### config.mk
export PLATFORM = sky130hd
export DESIGN_NAME = lpm_ctrl
export DESIGN_NICKNAME = d
export VERILOG_FILES = /design/src/lpm_pkg.sv /design/src/lpm_ctrl.sv
export SDC_FILE = /design/constraint.sdc
export NUM_CORES = 1
export LEC_CHECK = 0
export ABC_AREA = 1
export CORE_UTILIZATION = 45
export DETAILED_ROUTE_END_ITERATION = 10
export DONT_BUFFER_PORTS = 1
export PLACE_DENSITY_LB_ADDON = 0.25
export SLEW_MARGIN = 20
export SYNTH_ARGS = -nofsm -noshare
export SYNTH_HDL_FRONTEND = slang
export SYNTH_SLANG_ARGS = --single-unit
### constraint.sdc
create_clock -name clk -period 2.1 [get_ports clk]
set_input_delay 0.42 -clock clk [delete_from_list [all_inputs] [get_ports clk]]
set_output_delay 0.42 -clock clk [all_outputs]
set_load 0.1 [all_outputs]
### src/lpm_pkg.sv
// Package for the low-power mode and wake-up controller
package lpm_pkg;

  // ==========================================
  // Mode states
  typedef enum logic [3:0] {
    ST_RUN   = 4'b0001,
    ST_IDLE  = 4'b0010,
    ST_PDOWN = 4'b0100,
    ST_WAKE  = 4'b1000
  } lpm_state_t;

  // ==========================================
  // Wake cause flags
  typedef struct packed {
    logic rx;
    logic irq_one;
    logic irq_zero;
  } wake_cause_t;

  // ==========================================
  // Wake enables from interrupt enable and card uart control two
  typedef struct packed {
    logic global_en;
    logic irq_zero_en;
    logic irq_one_en;
    logic serial_en;
    logic line_one_wake_en;
    logic receive_wake_en;
  } wake_enable_t;

  // ==========================================
  // Port pin view
  typedef struct packed {
    logic [7:0] p0_out;
    logic       p0_oe;
    logic [7:0] p1_out;
    logic [7:0] p2_out;
    logic [7:0] p3_out;
  } port_pins_t;

  // ==========================================
  // Constants
  localparam int          OSC_RESTART_CYCLES = 1024;
  localparam int          DELAY_W            = 11;
  localparam logic [10:0] DELAY_LOAD         = 11'h400;
  localparam logic        STROBE_IDLE        = 1'b1;
  localparam logic        STROBE_PDOWN       = 1'b0;
  localparam logic [1:0]  RESET_SYNC         = 2'h0;
  localparam logic [7:0]  PORT_RESET         = 8'hff;

endpackage

### src/lpm_ctrl.sv
// Low-power mode control and wake-up logic for the embedded core
`timescale 1ns/100ps
// What this block does
// - Core clock may stop; state retained
// - Idle halts core, peripherals keep running
// - Idle exits on enabled interrupt or reset
// - Power-down stops oscillator after requesting instruction
// - Power-down exits: reset, external irq, receive
// - Reset-wake keeps RAM; irq-wake keeps all
// - Delay counter holds internal irq lines low
// - Resume after instruction entering power-down
// - Idle: strobes high, port 0 floats if external
// - Internal clock is oscillator divided by two
module lpm_ctrl
  import lpm_pkg::*;
#(
  parameter int DELAY_CYCLES = OSC_RESTART_CYCLES
) (
  // Clock and reset
  input  wire logic         clk,
  input  wire logic         resetn,
  // Mode requests from power control bits
  input  wire logic         idle_req,
  input  wire logic         pdown_req,
  input  wire logic         ext_program_mem,
  // Wake sources and enables
  input  wire logic         ext_irq_zero_n,
  input  wire logic         ext_irq_one_n,
  input  wire logic         rx_in,
  input  wire wake_enable_t wake_en,
  input  wire logic         any_irq_pending,
  // Core-side state for the pins
  input  wire port_pins_t   port_run,
  input  wire logic [7:0]   p2_addr_hi,
  input  wire logic         ale_run,
  input  wire logic         program_store_strobe_run_n,
  // Outputs
  output logic              core_clk_en,
  output logic              periph_clk_en,
  output logic              osc_enable,
  output logic              idle_bit_clr,
  output logic              pdown_bit_clr,
  output logic              int_irq_zero_n,
  output logic              int_irq_one_n,
  output wake_cause_t       wake_cause,
  output logic              ale,
  output logic              program_store_strobe_n,
  output port_pins_t        port_pins,
  output lpm_state_t        mode_state
);

  // ==========================================
  // Reset release
  logic [1:0] rst_sync_r;
  logic       rst_n;

  always_ff @(posedge clk or negedge resetn) begin
    if (!resetn) begin
      rst_sync_r <= RESET_SYNC;
    end else begin
      rst_sync_r <= {rst_sync_r[0], 1'b1};
    end
  end
  assign rst_n = rst_sync_r[1];

  // ==========================================
  // Input edge detection
  logic rx_d_r, i0_d_r, i1_d_r;
  logic rx_d_nxt, i0_d_nxt, i1_d_nxt;
  logic rx_fall, i0_fall, i1_fall;

  always_comb begin
    rx_d_nxt = rx_in;
    i0_d_nxt = ext_irq_zero_n;
    i1_d_nxt = ext_irq_one_n;
  end

  always_ff @(posedge clk or negedge rst_n) begin
    if (!rst_n) begin
      rx_d_r <= 1'b1;
      i0_d_r <= 1'b1;
      i1_d_r <= 1'b1;
    end else begin
      rx_d_r <= rx_d_nxt;
      i0_d_r <= i0_d_nxt;
      i1_d_r <= i1_d_nxt;
    end
  end

  assign rx_fall = rx_d_r & ~rx_in;
  assign i0_fall = i0_d_r & ~ext_irq_zero_n;
  assign i1_fall = i1_d_r & ~ext_irq_one_n;

  // ==========================================
  // Wake qualification
  logic wake0, wake1, wake_rx, wake_any;

  assign wake0 = i0_fall & wake_en.global_en & wake_en.irq_zero_en;
  assign wake1 = i1_fall & wake_en.global_en & wake_en.irq_one_en
                 & wake_en.line_one_wake_en;
  assign wake_rx = rx_fall & wake_en.global_en & wake_en.line_one_wake_en
                   & wake_en.receive_wake_en;
  assign wake_any = wake0 | wake1 | wake_rx;

  // ==========================================
  // Mode state machine and delay counter
  lpm_state_t           state_r, state_nxt;
  logic [DELAY_W-1:0]   dly_r, dly_nxt;
  wake_cause_t          cause_r, cause_nxt;
  logic                 idle_clr_nxt, pd_clr_nxt;
  logic                 idle_clr_r, pd_clr_r;

  always_comb begin
    state_nxt    = state_r;
    dly_nxt      = dly_r;
    cause_nxt    = cause_r;
    idle_clr_nxt = 1'b0;
    pd_clr_nxt   = 1'b0;
    case (state_r)
      ST_RUN: begin
        if (pdown_req) begin
          state_nxt = ST_PDOWN;
        end else if (idle_req) begin
          state_nxt = ST_IDLE;
        end
      end
      ST_IDLE: begin
        if (any_irq_pending) begin
          state_nxt    = ST_RUN;
          idle_clr_nxt = 1'b1;
        end
      end
      ST_PDOWN: begin
        if (wake_any) begin
          state_nxt = ST_WAKE;
          dly_nxt   = DELAY_W'(DELAY_CYCLES - 1);
          // cause kept for firmware to read
          cause_nxt = cause_r | wake_cause_t'{rx: wake_rx, irq_one: wake1, irq_zero: wake0};
        end
      end
      ST_WAKE: begin
        if (dly_r == '0) begin
          // back to run, core resumes in place
          state_nxt  = ST_RUN;
          pd_clr_nxt = 1'b1;
        end else begin
          dly_nxt = dly_r - 1'b1;
        end
      end
      default: state_nxt = ST_RUN;
    endcase
    // Cause clears on the next power-down request from run; a new wake would reload it
    if (state_r == ST_RUN && pdown_req) begin
      cause_nxt = '0;
    end
  end

  // reset reinitialises mode logic only; RAM lives elsewhere
  always_ff @(posedge clk or negedge rst_n) begin
    if (!rst_n) begin
      state_r    <= ST_RUN;
      dly_r      <= '0;
      cause_r    <= '0;
      idle_clr_r <= 1'b0;
      pd_clr_r   <= 1'b0;
    end else begin
      state_r    <= state_nxt;
      dly_r      <= dly_nxt;
      cause_r    <= cause_nxt;
      idle_clr_r <= idle_clr_nxt;
      pd_clr_r   <= pd_clr_nxt;
    end
  end

  // ==========================================
  // Divide-by-two and clock enables
  logic div_r, div_nxt;
  logic core_en_nxt, per_en_nxt, osc_nxt;
  logic ale_nxt, pss_nxt, i0n_nxt, i1n_nxt;
  port_pins_t pins_nxt;

  always_comb begin
    div_nxt = (state_r == ST_PDOWN) ? div_r : ~div_r;
  end

  always_comb begin
    // clock may stop, state held by enable
    core_en_nxt = div_nxt & (state_nxt == ST_RUN);
    per_en_nxt  = div_nxt & (state_nxt != ST_PDOWN) & (state_nxt != ST_WAKE);
    osc_nxt     = (state_nxt != ST_PDOWN);
    // internal lines held low during restart
    i0n_nxt = ext_irq_zero_n;
    i1n_nxt = ext_irq_one_n;
    if (state_nxt == ST_WAKE) begin
      i0n_nxt = 1'b0;
      i1n_nxt = 1'b0;
    end
    ale_nxt  = ale_run;
    pss_nxt  = program_store_strobe_run_n;
    pins_nxt = port_run;
    case (state_nxt)
      ST_IDLE: begin
        ale_nxt = STROBE_IDLE;
        pss_nxt = STROBE_IDLE;
        if (ext_program_mem) begin
          pins_nxt.p0_oe  = 1'b0;
          pins_nxt.p2_out = p2_addr_hi;
        end
      end
      ST_PDOWN, ST_WAKE: begin
        ale_nxt = STROBE_PDOWN;
        pss_nxt = STROBE_PDOWN;
        if (ext_program_mem) begin
          pins_nxt.p0_oe = 1'b0;
        end
      end
      default: begin
      end
    endcase
  end

  always_ff @(posedge clk or negedge rst_n) begin
    if (!rst_n) begin
      div_r                  <= 1'b0;
      core_clk_en            <= 1'b0;
      periph_clk_en          <= 1'b0;
      osc_enable             <= 1'b1;
      int_irq_zero_n         <= 1'b1;
      int_irq_one_n          <= 1'b1;
      ale                    <= 1'b1;
      program_store_strobe_n <= 1'b1;
      port_pins              <= '{p0_out: PORT_RESET, p0_oe: 1'b0, p1_out: PORT_RESET,
                                  p2_out: PORT_RESET, p3_out: PORT_RESET};
    end else begin
      div_r                  <= div_nxt;
      core_clk_en            <= core_en_nxt;
      periph_clk_en          <= per_en_nxt;
      osc_enable             <= osc_nxt;
      int_irq_zero_n         <= i0n_nxt;
      int_irq_one_n          <= i1n_nxt;
      ale                    <= ale_nxt;
      program_store_strobe_n <= pss_nxt;
      port_pins              <= pins_nxt;
    end
  end

  // mode bit clear pulses on exit
  assign idle_bit_clr  = idle_clr_r;
  assign pdown_bit_clr = pd_clr_r;
  assign wake_cause    = cause_r;
  assign mode_state    = state_r;

endmodule

# Word-level counts from Yosys, hierarchy flattened

Index checks and enable logic that the tools add are counted.
Widths: inputs -> output; s select.

Add/sub/neg operators: 1
Multiplexer cells: 25
Reductions and logical operators: 9
Equality and inequality tests: 12
Bitwise operators: 21

Operators with widths:

| kind                  | count |
|---|---|
| $mux 11               | 2 |
| $pmux 11 s2           | 1 |
| $mux 4                | 5 |
| $mux 8                | 2 |
| $pmux 4 s4            | 1 |
| $and 1x1->1           | 14 |
| $logic_not 11->1      | 1 |
| $sub 11x1->11 const B | 1 |
| $mux 1                | 9 |
| $mux 3                | 3 |
| $eq 4x1->1 const B    | 2 |
| $eq 4x2->1 const B    | 2 |
| $eq 4x3->1 const B    | 2 |
| $eq 4x4->1 const B    | 2 |
| $reduce_bool 2->1     | 3 |
| $ne 2x2->1 const B    | 2 |
| $ne 4x3->1 const B    | 1 |
| $ne 4x4->1 const B    | 1 |
| $not 1->1             | 4 |
| $pmux 1 s2            | 2 |
| $or 3x3->3            | 1 |
| $reduce_and 3->1      | 1 |
| $reduce_or 3->1       | 1 |
| $or 1x1->1            | 2 |
| other kinds (3)       | 3 |

Input bits: 58
Logic and storage cells: 92
Output and inout port bits: 49
Flip-flop bits (word level): 66

# Logic depth before layout (Yosys ltp)

Depth after elaboration: 12
Mapped depth: 10
Gate-level depth less buffers: 9

# Worst setup path after synthesis

Ideal clock, no wire load.

Kind: register -> register
Start: register state_r[1], in the netlist mode_state[1]
End: register port_pins[24] (netlist bit)
Cell stages (with the launch flop): 9
Arrival: 1.801 ns
Required time: 1.982 ns
Period minus slack after synthesis: 1.919 ns
Buffers on the path: 1
Setup slack: 0.181 ns
Setup time: 0.118 ns
Path through: dfrtp_1 > nor2_1 > nand3_2 > inv_2 > buf_4 > nand3_1 > nand3_2 > nand2_1 > nand2_1

RTL lines:

| item                   | line            | text |
|---|---|---|
| start, declared        | lpm_ctrl.sv:107 | `lpm_state_t state_r, state_nxt;` |
| start signal, assigned | lpm_ctrl.sv:167 | `state_r <= state_nxt;` |
| end signal, assigned   | lpm_ctrl.sv:232 | `port_pins <= '{p0_out: PORT_RESET, p0_oe: 1'b0, p1_out: PORT_RESET,` |
| end signal, assigned   | lpm_ctrl.sv:243 | `port_pins <= pins_nxt;` |
| end, declared          | lpm_ctrl.sv:48  | `output port_pins_t port_pins,` |

# Final worst setup path

Start: register dly_r[0]
End: register dly_r[7]

Cells in the longest elaborated chain, start to end: 3
Elaborated cells between the ends (all ways): 6
Those cells by class: 1 x add/sub; 1 x eq/ne; 2 x mux; 2 x reduce/logical

Ends and longest elaborated chain:

| item                                                     | line                             | text |
|---|---|---|
| start, declared                                          | lpm_ctrl.sv:108                  | `logic [DELAY_W-1:0] dly_r, dly_nxt;` |
| start signal, assigned                                   | lpm_ctrl.sv:168                  | `dly_r <= dly_nxt;` |
| $sub 11x1->11 / $logic_not 11->1 (equally long branches) | lpm_ctrl.sv:147, lpm_ctrl.sv:142 |  |
| $mux 11 / $ne 2x2->1 (equally long branches)             | -                                |  |
| $pmux 11 s2 / $reduce_and 3->1 (equally long branches)   | -                                |  |

Parallel ways exist; a longest one is shown, timed or not. The select of a mux whose other input is x is not followed.
A chain may end at the register's enable or synchronous reset.

==> key figures <==
Floorplan
  – Die area: 6130 sq um
  – Io pins: 107
  – Row count: 27
  – Die width: 78.3 um
  – Initial Util: 47.0%
  – Core Area: 5570 sq um
  – Die Y: 78.3 um

Timing
  – RSZ-0062 raised after global routing: false
  – Slew margin rel.: 66.4%
  – Clock Skews: 6.87 ps
  – Final min period: 1780 ps
  – Max-slew violations: 0
  – Setup Viol. Count Final: 0
  – Post-route setup slack: 320 ps
  – Tcrit/Tclk final: 84.8%
  – Worst-Margin Slew: 505 ps
  – Hold Fails Final Rpt: 0
  – Fmax: 562 MHz
  – Final setup TNS: 0 ps

Clock network
  – Clk_lat worst skew: 340 ps
  – Reg clk slew, reported paths: 70 ps
  – CTS buffer count: 9
  – Cts repair resizes: 0
  – Clk buf depth: 2
  – H-tree depth: 3
  – TritonCTS clock tree: yes
  – CTS Sinks: 66
  – CTS Root Buffer Type: clkbuf_8

Routing
  – Via count: 1804
  – Via density: 5.00
  – DR iter-0 viols: 90
  – DRC: 0
  – DRT Pass-1 Iters: 4
  – Final wirelength: 5.03 mm
  – Remaining antenna violation count: 0
  – Routed WL per cell: 13.9 um

Worst setup path
  – Critical Path RT: 2330 ps
  – CP Max Fanout: 15
  – Crit. End Element: register
  – Arr. time, crit path: 2010 ps
  – R2R depth: 9
  – FF-to-FF Start: dly_r[0]
  – Worst Setup SP: dly_r[0]
  – Critical Path Start Type: register
  – CP Class: reg2reg

Flow run
  – Max_cap viols: 0

Synth
  – Adder-cell area share of the yosys netlist: 0.478%
  – Post-Synth Simple-Gate Area: 27.3%
  – Ranking of synthesized cells by area: dfstp_2 (41%), dfrtp_1 (24%), nand2_1 (10%), nand3_1 (5.5%), nor2_1 (4.6%)
  – EDFF count, synth: 0
  – FFs w/ async S/R, synth: 100%
  – Syn nets: 321
  – #FFs+latches synth: 66
  – Main synth FF type: dfstp_2
  – Yosys cell types: 26
  – Yosys warning count: 0
  – Most frequent cells after synthesis: nand2_1 (72), dfstp_2 (41), nor2_1 (32)
  – Main combinational cell family by area after synthesis: simple AND/OR/NAND/NOR gates
  – Area share of xor/xnor cells in the synthesized design: 0.669%
  – Sequential element share of the synthesized area: 65.0%
  – Yosys top cell by area: dfstp_2
  – Post-Syn Area: 2620 sq um
  – Most common cell in the netlist: nand2_1
  – Mean Syn Cell Area: 10.0 sq um
  – Mux contribution to synthesized area: 0%
  – Gate Count Post-Synth: 262
  – Compound-Gate Fraction of Synth Area: 1.39%
  – Share of the synthesized area in the top cell type: 41.1%

Hold path
  – Hold Path Origin: port_run[7]
  – WHS Path Cells: 0
  – Worst min path class: in2reg

Global routing
  – Initial antenna violation count: 0
  – Total gr overflow: 0
  – GRT Util Overall: 18.0%
  – First-pass GRT wire length: 8.14 mm
  – Largest net degree at the start of global routing: 46
  – Vias in the first global route: 1728

Pwr
  – PD cells: 1560 nW/um^2
  – Leakage: 0.00142 uW
  – IR drop worst, VDD: 0.787 mV
  – Pwr Total: 4690 uW

Finish
  – Area grow syn2layout: 15.0%
  – N_diodes: 0
  – Nets@finish: 343
  – Non-Filler Instances: 361
  – Share of cells above drive strength 1: 30.1%
  – Fill count: 480

Placed design
  – Post-DP HPWL: 3.66 mm
  – DP Cell Count: 344
  – Setup WS pre-CTS: 306 ps
  – Final Wtd Congestion: 0.809
  – IO Port Bufs: 0

Outcome
  – Outcome: finished, final reports clean
[stage by stage]
| step | hold WS (ps) | utilization (%) | instance area [sq um] |
|---|---|---|---|
| 4_1_cts | 49.8 | 54.0 | 3010 |
| 6_report | 67.3 | 54.0 | 3010 |
| 3_5_place_dp | 124 | 50.2 | 2800 |
| 2_1_floorplan | 124 | - | 2620 |
| 3_3_place_gp | 124 | 50.2 | 2800 |
| 5_1_grt | 42.7 | 54.0 | 3010 |
[area by class of cell]
type | instances | area (sq um) | area share (%)
clock buffer | 10 | 138 | 4.57
clock inverter | 6 | 65.1 | 2.16
inverter | 23 | 86.3 | 2.87
multi-input combinational | 167 | 786 | 26.1
sequential | 66 | 1700 | 56.6
tap | 72 | 90.1 | 2.99
timing repair buffer | 17 | 143 | 4.74
[where the power goes]
group	leakage, uW	internal [uW]	total, uW	switching (uW)
Combinational	0.000566	344	1260	912
Sequential	0.000748	1600	2360	769
Clock	0.000103	582	1060	483
[per-layer routing]
metal | share of wire [%] | track usage [%] | routed length [um]
met1 | 43 | 21.6 | 2160
met2 | 46 | 28.1 | 2330
met3 | 9.3 | 7.56 | 470
met4 | 1.4 | 8.33 | 72
met5 | 0 | 0 | 0
[critical path, cell delays in order, from the launching register on]
cell and delay [ps]:
dfrtp_1 420, inv_1 130, ha_1 300, nand2_2 120, inv_2 70, nand2_2 70
o21ai_4 240, nand2_4 180, nand2_1 100, nand2_1 40
[registers in the layout, summed over array words and instances, names as in the netlist]
name,count
core_clk_en,1
i0_d_r,1
rx_d_r,1
mode_state,4
div_r,1
ale,1
idle_bit_clr,1
i1_d_r,1
wake_cause,3
osc_enable,1
periph_clk_en,1
port_pins,33
program_store_strobe_n,1
pdown_bit_clr,1
dly_r,11
int_irq_zero_n,1
int_irq_one_n,1
rst_sync_r,2
[path summary, 6_finish.rpt]
check                                endpoint  slack [ps]
worst min register to register       dly_r[1]         230
worst min-delay path             port_pins[7]          70
min in group asynchronous            dly_r[1]         230
worst max register to register       dly_r[7]         320
worst max-delay path                 dly_r[7]         320
max in group asynchronous       port_pins[10]        1220
[cell families after synthesis]
kind of cell / after synthesis
AO/OA/AOI/OAI: 5
XOR/XNOR: 2
adder cells (fa/ha/maj): 1
buffers and inverters: 29
flip-flops: 66
other: 1
AND/OR/NAND/NOR: 158
[cells in the final DEF (no fill, tap or decap), types with 2 or more instances in the layout]
master / n
buf_4: 15
clkbuf_8: 10
clkinv_2: 2
dfrtp_1: 24
dfstp_2: 41
inv_1: 21
inv_2: 2
nand2_1: 72
nand2_2: 2
nand3_1: 29
nand3_2: 2
nand3b_1: 4
nand4_1: 7
nor2_1: 32
nor2_2: 4
nor3_1: 3
o21ai_0: 4
[repair_timing]
item,in CTS,in global routing
hold buffers,1,0
hold endpoints to repair,2,0
buffers inserted,0,0
No activity file was read; power rests on OpenSTA's default activity.
